**src/shared/spo_pkg.sv**
```systemverilog
// What this block does
// - after power-up, master-enabled port goes to fabric
// - jtag flash programming or service reclaims port
// - controller drives only dedicated flash pins
// - every finished service returns 8-bit status
// - codes 1, 4, 8 for hash, header, sequence
// - code 2 for data after end component
// - code 3 key fault, code 6 mode forbidden
// - code 5 when back level not met
// - codes 7, 9, 10 for binding mismatches
// - code 11 protocol, code 12 verify forbidden
// - code 13 certificate, code 14 integrity bits
// - code 21 when not serial master
// - codes 22, 23 for no valid image
// - code 24 newer design; 25 never produced
// - code 26 invalid image, 27 recovery failed
// - code 127 abort on foreign instruction
// - codes 128, 131 for verify failures
// - code 129 protected, code 130 mode disabled
// - code 132 hardware fault, 133 payload error
// - code 134 hv failure, 135 hv state
// - enable pin low tri-states all port outputs
package spo_pkg;
    // port owner encoding, gray along the usual path
    typedef enum logic [1:0] {
        SPO_OWN_NONE = 2'h0,
        SPO_OWN_CTRL = 2'h1,
        SPO_OWN_FAB  = 2'h3,
        SPO_OWN_JTAG = 2'h2
    } spo_owner_e;

    // fault causes, one-hot index into the cause vector
    localparam int unsigned SPO_NCAUSE = 27;
    localparam logic [7:0] SPO_ST_OK        = 8'h00;
    localparam logic [7:0] SPO_ST_RESERVED  = 8'h19;
    // status codes in cause-index order, priority lowest index first
    localparam logic [7:0] SPO_CODE [SPO_NCAUSE] = '{
        8'h01, 8'h02, 8'h03, 8'h04,
        8'h05, 8'h06, 8'h07, 8'h08,
        8'h09, 8'h0a, 8'h0b, 8'h0c,
        8'h0d, 8'h0e, 8'h15, 8'h16,
        8'h17, 8'h18, 8'h1a, 8'h1b,
        8'h7f, 8'h80, 8'h81, 8'h82,
        8'h83, 8'h84, 8'h85
    };
    // codes 134, 135 sit past the table end in the cause vector
    localparam logic [7:0] SPO_CODE_HV_FAIL  = 8'h86;
    localparam logic [7:0] SPO_CODE_HV_STATE = 8'h87;
endpackage : spo_pkg

```
**src/shared/spo_pins_if.sv**
```systemverilog
`timescale 1ns/1ps
`default_nettype none
// dedicated flash pin drive bundle from one master
interface spo_pins_if;
    logic sck;   // serial clock
    logic ss_n;  // chip select, active low
    logic mosi;  // data out
    modport src (output sck, output ss_n, output mosi);
    modport dst (input  sck, input  ss_n, input  mosi);
endinterface : spo_pins_if
`default_nettype wire

```
**src/core/spo_status_enc.sv**
```systemverilog
`timescale 1ns/1ps
`default_nettype none
// priority encoder from fault causes to one 8-bit status code
module spo_status_enc
    import spo_pkg::*;
(
    input  wire logic [SPO_NCAUSE+1:0] cause_i,
    output logic      [7:0]            code_o
);
    import spo_pkg::*;

    // lowest index wins; no cause means success
    always_comb begin
        code_o = SPO_ST_OK;
        if (cause_i[SPO_NCAUSE+1]) begin
            code_o = SPO_CODE_HV_STATE;
        end
        if (cause_i[SPO_NCAUSE]) begin
            code_o = SPO_CODE_HV_FAIL;
        end
        for (int i = SPO_NCAUSE - 1; i >= 0; i--) begin
            if (cause_i[i]) begin
                code_o = SPO_CODE[i];
            end
        end
    end
endmodule : spo_status_enc
`default_nettype wire

```
**src/core/spo_port_owner.sv**
```systemverilog
`timescale 1ns/1ps
`default_nettype none
// owner of the dedicated flash port plus service status return
module spo_port_owner
    import spo_pkg::*;
(
    input  wire logic                  clk_i,
    input  wire logic                  rst_n_i,
    // pins
    input  wire logic                  port_en_i,      // enable pin
    input  wire logic                  master_cfg_i,   // port set as master
    input  wire logic                  miso_i,         // flash data in
    output logic                       sck_o,
    output logic                       sck_oe_o,
    output logic                       ss_n_o,
    output logic                       ss_n_oe_o,
    output logic                       mosi_o,
    output logic                       mosi_oe_o,
    // controller side
    input  wire logic                  powerup_done_i,
    input  wire logic                  ctrl_sck_i,
    input  wire logic                  ctrl_ss_n_i,
    input  wire logic                  ctrl_mosi_i,
    input  wire logic                  ctrl_busy_i,    // controller service
    // jtag flash programming
    input  wire logic                  jtag_prog_i,
    input  wire logic                  jtag_sck_i,
    input  wire logic                  jtag_ss_n_i,
    input  wire logic                  jtag_mosi_i,
    // fabric user logic
    input  wire logic                  fab_sck_i,
    input  wire logic                  fab_ss_n_i,
    input  wire logic                  fab_mosi_i,
    input  wire logic                  svc_req_i,      // service request
    input  wire logic                  svc_done_i,     // service complete
    input  wire logic [SPO_NCAUSE+1:0] svc_cause_i,    // fault causes
    output logic                       fab_granted_o,
    output logic                       miso_o,
    output logic [1:0]                 owner_o,
    output logic                       svc_valid_o,    // high the cycle after each svc_done_i cycle
    output logic [7:0]                 svc_status_o
);
    import spo_pkg::*;

    spo_owner_e owner_q;       // current owner
    spo_owner_e owner_d;       // owner wanted
    logic [2:0] en_sync_q;     // enable pin synchroniser
    logic       en_q;          // filtered enable level
    logic [2:0] ss_sync_q;     // chip select from the drive mux
    logic       ss_idle_q;     // mux select deasserted, filtered
    logic [2:0] miso_sync_q;   // flash data synchroniser
    logic       handed_q;      // power-up hand-over done once
    logic       svc_pend_q;    // service holds the port
    logic [7:0] code;          // encoded status
    spo_pins_if mux ();        // selected drive bundle

    // the enable pin is asynchronous: three flops, second and third agree
    always_ff @(posedge clk_i) begin
        if (!rst_n_i) begin
            en_sync_q <= 3'h0;
            en_q      <= 1'b0;
        end else begin
            en_sync_q <= {en_sync_q[1:0], port_en_i};
            if (en_sync_q[1] == en_sync_q[2]) begin
                en_q <= en_sync_q[2];
            end
        end
    end

    // chip select from the drive mux, ahead of the pin register, filtered the same way
    always_ff @(posedge clk_i) begin
        if (!rst_n_i) begin
            ss_sync_q <= 3'h7;
            ss_idle_q <= 1'b1;
        end else begin
            ss_sync_q <= {ss_sync_q[1:0], mux.ss_n};
            if (ss_sync_q[1] == ss_sync_q[2]) begin
                ss_idle_q <= ss_sync_q[2];
            end
        end
    end

    // flash data back to the fabric, only while it owns the port
    always_ff @(posedge clk_i) begin
        if (!rst_n_i) begin
            miso_sync_q <= 3'h0;
            miso_o      <= 1'b0;
        end else begin
            miso_sync_q <= {miso_sync_q[1:0], miso_i};
            if (miso_sync_q[1] == miso_sync_q[2]) begin
                miso_o <= miso_sync_q[2] & (owner_q == SPO_OWN_FAB);
            end
        end
    end

    // a service holds the port from request until its completion
    always_ff @(posedge clk_i) begin
        if (!rst_n_i) begin
            svc_pend_q <= 1'b0;
        end else if (svc_req_i) begin
            svc_pend_q <= 1'b1;
        end else if (svc_done_i) begin
            svc_pend_q <= 1'b0;
        end
    end

    // fabric first gets the port once power-up completes in master mode
    always_ff @(posedge clk_i) begin
        if (!rst_n_i) begin
            handed_q <= 1'b0;
        end else if (powerup_done_i && en_q && master_cfg_i) begin
            handed_q <= 1'b1;
        end
    end

    // owner wanted: jtag, then services, then fabric once handed over
    always_comb begin
        owner_d = SPO_OWN_CTRL;
        if (!en_q) begin
            owner_d = SPO_OWN_NONE;
        end else if (jtag_prog_i) begin
            owner_d = SPO_OWN_JTAG;
        end else if (svc_pend_q || svc_req_i || ctrl_busy_i) begin
            owner_d = SPO_OWN_CTRL;
        end else if (handed_q && master_cfg_i) begin
            owner_d = SPO_OWN_FAB;
        end
    end

    // switch only while the select is idle; disabling acts at once
    always_ff @(posedge clk_i) begin
        if (!rst_n_i) begin
            owner_q <= SPO_OWN_NONE;
        end else if (!en_q) begin
            owner_q <= SPO_OWN_NONE;
        end else if (owner_d != owner_q && ss_idle_q && mux.ss_n) begin
            owner_q <= owner_d;
        end
    end

    // only the dedicated pins are muxed; no fabric io is ever touched
    always_comb begin
        mux.sck  = 1'b0;
        mux.ss_n = 1'b1;
        mux.mosi = 1'b0;
        unique case (owner_q)
            SPO_OWN_NONE: begin
                mux.ss_n = 1'b1;
            end
            SPO_OWN_CTRL: begin
                mux.sck  = ctrl_sck_i;
                mux.ss_n = ctrl_ss_n_i;
                mux.mosi = ctrl_mosi_i;
            end
            SPO_OWN_FAB: begin
                // fabric sets its own clock rate
                mux.sck  = fab_sck_i;
                mux.ss_n = fab_ss_n_i;
                mux.mosi = fab_mosi_i;
            end
            SPO_OWN_JTAG: begin
                mux.sck  = jtag_sck_i;
                mux.ss_n = jtag_ss_n_i;
                mux.mosi = jtag_mosi_i;
            end
        endcase
    end

    // registered pin drive; enables low when the port is disabled
    always_ff @(posedge clk_i) begin
        if (!rst_n_i) begin
            sck_o     <= 1'b0;
            ss_n_o    <= 1'b1;
            mosi_o    <= 1'b0;
            sck_oe_o  <= 1'b0;
            ss_n_oe_o <= 1'b0;
            mosi_oe_o <= 1'b0;
        end else begin
            sck_o     <= mux.sck;
            ss_n_o    <= mux.ss_n;
            mosi_o    <= mux.mosi;
            sck_oe_o  <= en_q && (owner_q != SPO_OWN_NONE);
            ss_n_oe_o <= en_q && (owner_q != SPO_OWN_NONE);
            mosi_oe_o <= en_q && (owner_q != SPO_OWN_NONE);
        end
    end

    // owner visible to user logic
    always_ff @(posedge clk_i) begin
        if (!rst_n_i) begin
            fab_granted_o <= 1'b0;
            owner_o       <= 2'h0;
        end else begin
            fab_granted_o <= (owner_q == SPO_OWN_FAB);
            owner_o       <= owner_q;
        end
    end

    spo_status_enc u_enc (
        .cause_i (svc_cause_i),
        .code_o  (code)
    );

    // one status per completed service
    always_ff @(posedge clk_i) begin
        if (!rst_n_i) begin
            svc_valid_o  <= 1'b0;
            svc_status_o <= SPO_ST_OK;
        end else begin
            svc_valid_o <= svc_done_i;
            if (svc_done_i) begin
                svc_status_o <= code;
            end
        end
    end

    // a completed service always answers the very next cycle
    svc_answer_a: assert property (
        @(posedge clk_i) disable iff (!rst_n_i)
        svc_done_i |=> svc_valid_o)
        else $error("service completion without status");

    // clean completion reports zero
    svc_ok_a: assert property (
        @(posedge clk_i) disable iff (!rst_n_i)
        (svc_done_i && svc_cause_i == '0) |=> svc_status_o == 8'h00)
        else $error("clean service did not report zero");

    // header fault alone gives code 4
    hdr_code_a: assert property (
        @(posedge clk_i) disable iff (!rst_n_i)
        (svc_done_i && svc_cause_i == 29'h8) |=> svc_status_o == 8'h04)
        else $error("header fault code wrong");

    // trailing data alone gives code 2
    eob_code_a: assert property (
        @(posedge clk_i) disable iff (!rst_n_i)
        (svc_done_i && svc_cause_i == 29'h2) |=> svc_status_o == 8'h02)
        else $error("trailing data code wrong");

    // abort alone gives 127
    abort_code_a: assert property (
        @(posedge clk_i) disable iff (!rst_n_i)
        (svc_done_i && svc_cause_i == 29'h100000)
        |=> svc_status_o == 8'h7f)
        else $error("abort code wrong");

    // hv state alone gives 135
    hv_state_a: assert property (
        @(posedge clk_i) disable iff (!rst_n_i)
        (svc_done_i && svc_cause_i == 29'h10000000)
        |=> svc_status_o == 8'h87)
        else $error("hv state code wrong");

    // status stands until the next completion
    status_hold_a: assert property (
        @(posedge clk_i) disable iff (!rst_n_i)
        !svc_done_i |=> $stable(svc_status_o))
        else $error("status changed without completion");

    // reserved code never leaves the block
    no_reserved_a: assert property (
        @(posedge clk_i) disable iff (!rst_n_i)
        svc_valid_o |-> svc_status_o != 8'h19)
        else $error("reserved status produced");

    // disabled port means no drive two cycles later
    pin_tristate_a: assert property (
        @(posedge clk_i) disable iff (!rst_n_i)
        !en_q |=> ##1 !sck_oe_o && !ss_n_oe_o && !mosi_oe_o)
        else $error("port driven while disabled");

    // an owned, enabled port is driven on the next cycle
    oe_on_a: assert property (
        @(posedge clk_i) disable iff (!rst_n_i)
        (en_q && owner_q != SPO_OWN_NONE)
        |=> sck_oe_o && ss_n_oe_o && mosi_oe_o)
        else $error("owned port not driven");

    // no owner: pins rest at their idle levels
    idle_pins_a: assert property (
        @(posedge clk_i) disable iff (!rst_n_i)
        $past(owner_q == SPO_OWN_NONE) |-> ss_n_o && !sck_o && !mosi_o)
        else $error("pins not idle without owner");

    // jtag drive lands on the dedicated pins one cycle later
    jtag_pins_a: assert property (
        @(posedge clk_i) disable iff (!rst_n_i)
        $past(owner_q == SPO_OWN_JTAG)
        |-> sck_o == $past(jtag_sck_i) && ss_n_o == $past(jtag_ss_n_i)
            && mosi_o == $past(jtag_mosi_i))
        else $error("jtag drive not on pins");

    // fabric drive lands on the pins one cycle later while it owns them
    fab_pins_a: assert property (
        @(posedge clk_i) disable iff (!rst_n_i)
        $past(owner_q == SPO_OWN_FAB)
        |-> sck_o == $past(fab_sck_i) && ss_n_o == $past(fab_ss_n_i)
            && mosi_o == $past(fab_mosi_i))
        else $error("fabric drive not on pins");

    // owner changes only with select idle or on disable
    owner_switch_a: assert property (
        @(posedge clk_i) disable iff (!rst_n_i)
        (owner_q != $past(owner_q)) |-> ($past(ss_idle_q) || !$past(en_q)))
        else $error("owner changed mid transaction");

    // jtag programming keeps fabric off the port
    jtag_reclaim_a: assert property (
        @(posedge clk_i) disable iff (!rst_n_i)
        (jtag_prog_i && en_q) |-> owner_d != SPO_OWN_FAB)
        else $error("fabric kept port during jtag programming");

    // jtag takes the port at the first idle select
    jtag_take_a: assert property (
        @(posedge clk_i) disable iff (!rst_n_i)
        (en_q && jtag_prog_i && ss_idle_q && mux.ss_n)
        |=> owner_q == SPO_OWN_JTAG)
        else $error("jtag did not take the port");

    // a service takes the port back at the first idle select
    svc_take_a: assert property (
        @(posedge clk_i) disable iff (!rst_n_i)
        (en_q && !jtag_prog_i && (svc_pend_q || svc_req_i) && ss_idle_q
            && mux.ss_n) |=> owner_q == SPO_OWN_CTRL)
        else $error("service did not reclaim the port");

    // a request always marks the service pending
    svc_hold_a: assert property (
        @(posedge clk_i) disable iff (!rst_n_i)
        svc_req_i |=> svc_pend_q)
        else $error("service request lost");

    // fabric only owns after the hand-over
    fab_after_a: assert property (
        @(posedge clk_i) disable iff (!rst_n_i)
        owner_q == SPO_OWN_FAB |-> handed_q)
        else $error("fabric owns before hand-over");

    // hand-over latches once power-up ends in master mode
    handover_a: assert property (
        @(posedge clk_i) disable iff (!rst_n_i)
        (powerup_done_i && en_q && master_cfg_i) |=> handed_q)
        else $error("hand-over not latched");

    // with no other claim the fabric gets the port at idle select
    fab_take_a: assert property (
        @(posedge clk_i) disable iff (!rst_n_i)
        (en_q && handed_q && master_cfg_i && !jtag_prog_i && !ctrl_busy_i
            && !svc_pend_q && !svc_req_i && ss_idle_q && mux.ss_n)
        |=> owner_q == SPO_OWN_FAB)
        else $error("fabric not given the port");

    // granted flag mirrors fabric ownership one cycle late
    grant_flag_a: assert property (
        @(posedge clk_i) disable iff (!rst_n_i)
        fab_granted_o == ($past(owner_q) == SPO_OWN_FAB))
        else $error("grant flag out of step with owner");
endmodule : spo_port_owner
`default_nettype wire

```
**config.mk**
```make
export PLATFORM = sky130hd
export DESIGN_NAME = spo_port_owner
export DESIGN_NICKNAME = d
export VERILOG_FILES = /design/src/shared/spo_pkg.sv /design/src/shared/spo_pins_if.sv /design/src/core/spo_status_enc.sv /design/src/core/spo_port_owner.sv
export SDC_FILE = /design/constraint.sdc
export NUM_CORES = 1
export LEC_CHECK = 0
export BUFFER_PORTS_ARGS = -buffer_cell sky130_fd_sc_hd__clkbuf_2
export CORE_ASPECT_RATIO = 1.75
export CORE_MARGIN = 5
export CORE_UTILIZATION = 40
export DETAILED_ROUTE_END_ITERATION = 8
export GPL_TIMING_DRIVEN = 0
export PLACE_DENSITY_LB_ADDON = 0.12
export SETUP_SLACK_MARGIN = 0.05
export SKIP_CTS_REPAIR_TIMING = 1
export SYNTH_ARGS = -nofsm -noshare
export SYNTH_HDL_FRONTEND = slang
export SYNTH_HIERARCHICAL = 1
export SYNTH_SLANG_ARGS = --single-unit
export TNS_END_PERCENT = 20
```
**constraint.sdc**
```tcl
create_clock -name clk_i -period 1.4 [get_ports clk_i]
set_input_delay 0.14 -clock clk_i [delete_from_list [all_inputs] [get_ports clk_i]]
set_output_delay 0.14 -clock clk_i [all_outputs]
set_load 0.05 [all_outputs]
```
==> metrics.txt, run 1 <==
count of final hold-check violations 0; Leakage around 0.9 nW; DR pass1 iterations 4; Routed Antenna Nets 0; post-synth top area share 0.3984; CTS buffer count 5; top cells by count, synth 31 x dfxtp_1, 17 x nor2b_1, 10 x a21oi_1, 10 x nor2_1, 9 x and2_1; Reg2Reg Launch Point owner_q[1]; maxcap violations 0; Max Clock Skew between 0.004 and 0.005 ns; Worst setup SP type primary input; RD Place Congestion between 0.8 and 0.9; drt via density slightly above 5; period utilization 1.076; DPL Wire Length approximately 3.2 mm; sequential fraction of the synthesis area 0.3984; mean area per synthesized cell roughly 9.2 um2; Arr. time, crit path between 1.5 and 2 ns; worst-path fanout max 4; min-delay src port_en_i; non-filler cells, final around 290; EDFF count, synth 0; Reg clk slew, reported paths 0.06 ns; outcome finished with violations; CP peak stage delay 0.56 ns; Cells after Synth 169; top_reg_cell synth dfxtp_1; Die H between 90 and 100 um; Pwr per Cell Area around 970 nW/um2; total track usage 0.1471; Setup WS pre-CTS -0.4030 ns; DIE AREA 5292 um2; Initial Utilization 0.4069; Ys Warns 6; critical path type primary input to register; top post-synthesis cells by area dfxtp_1 40%, nor2b_1 6.8%, mux2i_1 5.1%; largest net degree at the start of global routing 11; Worst Setup SP svc_cause_i[10]; antenna cells 0; P&R area growth vs syn 34.78%; top-count cell post-synth dfxtp_1; crit path cell chain clkbuf_2 > or4_4 > nor4_4 > nand3_2 > a2111oi_4 > mux2i_1 > nor2b_1; cell family with most CP delay simple AND/OR/NAND/NOR gates; clk buf depth 2; layout cells sized above 1 0.3983; fmax roughly 660 MHz; Slew headroom 0.6933; fin nets roughly 290; Max VDD drop approximately 0.00097 V; wire per inst ~13 um; syn_nets 217; leading area contributor after synthesis dfxtp_1; Placed Cells around 280; clock sink total 31; I/O pins 67; DRT Wirelength ~3.9 mm; clk_lat worst skew between 0.2 and 0.3 ns; vias in the first global route approximately 1500; CORE AREA between 3000 and 4000 um2; Hold Crit Class primary input to register; Least-Margin Pin Slew 0.4558 ns; min Tclk post-route roughly 1.5 ns; total number of vias around 1500; failing checks setup timing; RSZ-0062 raised after global routing yes; # rows 30; worst path required time 1.61 ns; post-synthesis cell type count 47; DRT iter0 DRCs between 40 and 50; Crit-path slowest cell or4_4; root buffer cell clkbuf_8; residual DRC count 0; first-pass GRT wire length roughly 6.2 mm; Synth Register Bits 31; endpoints failing setup 2; quantity of I/O buffers inserted on ports 64; Synth Cell Area around 1600 um2; Pins Over Slew Limit 0; Util after Layout 0.5484; CTS H-tree depth 2; Filler cells 430; Final WS setup -0.1070 ns; initial antenna violation count 0; Die X approximately 57 um; Remaining Overflow, GRT 0; asr flop ratio synth 0; crit end category register; CTS tree done; Crit path buffers/inverters 1
[state kept, by name, indices dropped and copies added, names as in the netlist]
signal	flops
sck_o	1
fab_granted_o	1
en_sync_q	3
svc_valid_o	1
svc_pend_q	1
handed_q	1
miso_sync_q	3
mosi_oe_o	1
miso_o	1
ss_idle_q	1
mosi_o	1
en_q	1
owner_q	2
owner_o	2
svc_status_o	8
ss_sync_q	3
[metrics by stage]
stage                     setup TNS, ns  total power (W)  hold WS, ns  area (um2)
after CTS                       -0.2773         0.002062      0.06167        2061
final                           -0.1933         0.002035      0.07185        2100
after detailed placement         -1.767         0.001161       0.3501        1943
after floorplan                 -0.2719         0.001035       0.2317        1563
after global routing            -0.5773         0.002144      0.07385        2100
after global placement           -1.657         0.001159       0.3472        1943
[worst paths after layout]
check | to | cells past startpoint | slack (ns)
hold / removal | en_sync_q[0] | 2 | 0.07
setup reg to reg | owner_q[0] | 4 | 0.22
setup / recovery | svc_status_o[7] | 7 | -0.11
hold reg to reg | en_sync_q[1] | 1 | 0.43
[cell usage in the layout, fill, tap and decap left out, types with 2 or more instances in the layout]
cell / count
a211oi_2: 3
o21ai_0: 6
nor3_1: 7
o41ai_1: 2
nand2b_1: 4
inv_1: 5
nor4_4: 2
nor2b_1: 17
clkbuf_8: 6
and3_1: 2
buf_4: 3
mux2_2: 2
clkbuf_1: 3
a31oi_1: 2
nor2_1: 10
buf_2: 2
dfxtp_1: 31
a21oi_1: 10
a21boi_0: 2
clkbuf_2: 64
nand2_1: 6
and2_1: 9
a22oi_1: 2
nor4_1: 4
mux2i_1: 8
[where the power goes]
part | switching (W) | internal [W] | leakage (nW)
clock | 0.000312 | 0.000575 | 0.0612
sequential | 0.00000634 | 0.000898 | 0.252
combinational | 0.000139 | 0.000105 | 0.596
total | 0.000457 | 0.00158 | 0.909
[layout make-up]
type                       instances  area (um2)  share of cell area
buffer                             9       55.05             0.02622
clock buffer                       6       82.58             0.03933
clock inverter                     2       35.03             0.01669
inverter                           5       18.77            0.008939
multi-input combinational        124       907.1              0.4321
sequential                        31       620.6              0.2956
tap                               48       60.06             0.02861
timing repair buffer              64       320.3              0.1526
[metal layers]
layer  up-vias  share of wire  GRT usage
met5         -              0          0
met1       694           0.35     0.1359
met2        44           0.57     0.2939
met3         6          0.065    0.03905
met4         0          0.015    0.05029
li1        755              -          -
[cells by family (layout without fill, tap and decap cells)]
logic type,after synthesis,after routing,share of synthesized area
and+or+nand+nor,73,73,0.2948
AOI/OAI and AO/OA,40,40,0.1847
DFF,31,31,0.3984
buffers and inverters,14,86,0.04739
muxes,11,11,0.07470
Note: power is estimated with default switching activity, not from simulation.
==> run 2: changes to the inputs <==
Settings changed: SETUP_SLACK_MARGIN 0.05 to not set.
==> metrics.txt, run 2 (synthesized netlist as in run 1, its figures left out) <==
CTS H-tree depth 2 (unchanged); RSZ-0062 raised after global routing yes; Setup WS pre-CTS -0.4030 ns (unchanged); failing checks setup timing; period utilization 1.076 (about the same); count of final hold-check violations 0 (unchanged); worst reg2reg path depth 4 (unchanged); RD Place Congestion 0.8052 (unchanged); vias in the first global route 1465 (unchanged); root buffer cell clkbuf_8; layout cells sized above 1 0.3942 (-0.004149); setup TNS -0.1919 ns (+0.001437 ns); wire per inst 13.41 um (-0.36%); Pwr per Cell Area 971.4 nW/um2 (+0.24%); Seq pwr share 0.445 (about the same); hold endpoint en_sync_q[0]; CORE AREA 3829 um2 (unchanged); Reg clk slew, reported paths 0.06 ns (about the same); Switching Fraction 0.2240 (-0.0004491); Util after Layout 0.5464 (-0.001961); Worst setup SP type primary input; commonest non-fill, non-tap cell in the layout clkbuf_2; Initial Utilization 0.4069 (unchanged); min Tclk post-route 1.506 ns (-0.0007100 ns); maxcap violations 0 (unchanged); total number of vias 1495 (-0.27%); most frequent cells in the layout 64 x clkbuf_2, 31 x dfxtp_1, 17 x nor2b_1; max reg flops 8 (unchanged); fin nets 288 (unchanged); Clock power frac 0.436 (about the same); Arr. time, crit path 1.72 ns (about the same); DIE AREA 5292 um2 (unchanged); total track usage 0.1471 (unchanged); antenna cells 0 (unchanged); worst-path fanout max 4 (unchanged); clk buf depth 2 (unchanged); residual DRC count 0 (unchanged); most flop-heavy register svc_status_o; Routed Antenna Nets 0 (unchanged); Logic pwr share 0.119 (about the same); DR pass1 iterations 4 (unchanged); CTS tree done; Max VDD drop 0.0009676 V (about the same); DRT Wirelength 3.875 mm (-0.36%); # rows 30 (unchanged); crit end category register; non-filler cells, final 289 (unchanged); Max Clock Skew 0.004213 ns (-0.0000001600 ns); Die X 57.18 um (unchanged); Placed Cells 281 (unchanged); drt via density 5.173 (-0.27%); internal power 0.001577 W (about the same); largest net degree at the start of global routing 11 (unchanged); R2R Path End owner_q[0]; quantity of I/O buffers inserted on ports 64 (unchanged); I/O pins 67 (unchanged); hold path depth 2 (unchanged); Pins Over Slew Limit 0 (unchanged); outcome finished with violations; worst path required time 1.61 ns (about the same); Die H 92.56 um (unchanged); Remaining Overflow, GRT 0 (unchanged); Slew headroom 0.6933 (unchanged); clk_lat worst skew 0.27 ns (about the same); Hold Crit Class primary input to register; Reg2Reg Launch Point owner_q[1]; CTS buffer count 5 (unchanged); P&R area growth vs syn 34.30%; min-delay src port_en_i; DRT iter0 DRCs 44 (-10%); Final WS setup -0.1063 ns (+0.0007100 ns); Filler cells 432 (+0.47%); Net Sw Power 0.0004552 W (-0.32%); Leakage 0.9083 nW (about the same); first-pass GRT wire length 6.244 mm (unchanged); DPL Wire Length 3.195 mm (unchanged); Reg2Reg Setup Slack 0.22 ns (about the same); fmax 663.9 MHz (about the same); endpoints failing setup 2 (unchanged); initial antenna violation count 0 (unchanged); critical path type primary input to register; Least-Margin Pin Slew 0.4558 ns (+0.0000001192 ns); clock sink total 31 (unchanged)
==> run 2: cell counts in the layout (fill, tap and decap cells not counted) <==
No cell type changed its count.
==> run 2: critical path, cell delays in order <==
cell and delay (ns):
clkbuf_2 0.11, or4_4 0.56, nor4_4 0.19, nand3_2 0.19, a2111oi_4 0.30, mux2i_1 0.11, nor2b_1 0.12
==> run 2: metal layers <==
metal  share of wire  global-route usage
met2            0.57              0.2939
met1            0.35              0.1359
met4           0.015             0.05029
met3           0.064             0.03905
met5               0                   0
==> run 2: worst max path at each step <==
stage	startpoint	endpoint	slack, ns	depth (start not counted)
floorplan	svc_cause_i[10]	svc_status_o[7]	-0.14	6
global placement	svc_cause_i[10]	svc_status_o[7]	-0.36	7
detailed placement	svc_cause_i[27]	svc_status_o[0]	-0.40	7
CTS	svc_cause_i[25]	svc_status_o[0]	-0.11	7
global route	svc_cause_i[10]	svc_status_o[6]	-0.21	8
finish	svc_cause_i[10]	svc_status_o[7]	-0.11	7
==> run 2: metrics by stage <==
step	power, W	cell area, um2	hold slack, ns
after CTS	0.002062	2061	0.06167
after global routing	0.002142	2092	0.07385
after detailed placement	0.001161	1943	0.3501
after global placement	0.001159	1943	0.3472
final	0.002032	2092	0.07151
after floorplan	0.001035	1563	0.2317
==> run 2: layout make-up <==
class                           instances  area (um2)  area share
Multi-Input combinational cell        124       899.6      0.4300
Sequential cell                        31       620.6      0.2967
Timing Repair Buffer                   64       320.3      0.1531
Clock buffer                            6       82.58     0.03947
Tap cell                               48       60.06     0.02871
Buffer                                  9       55.05     0.02632
Clock inverter                          2       35.03     0.01675
Inverter                                5       18.77    0.008971
==> run 2: power groups by stage <==
stage,logic (W),clock network [W],registers (W)
6_report,0.000241,0.000887,0.000904
5_1_grt,0.000267,0.000970,0.000905
4_1_cts,0.000238,0.000920,0.000904
3_5_place_dp,0.000237,0,0.000924
3_3_place_gp,0.000235,0,0.000924
2_1_floorplan,0.0000895,0,0.000946
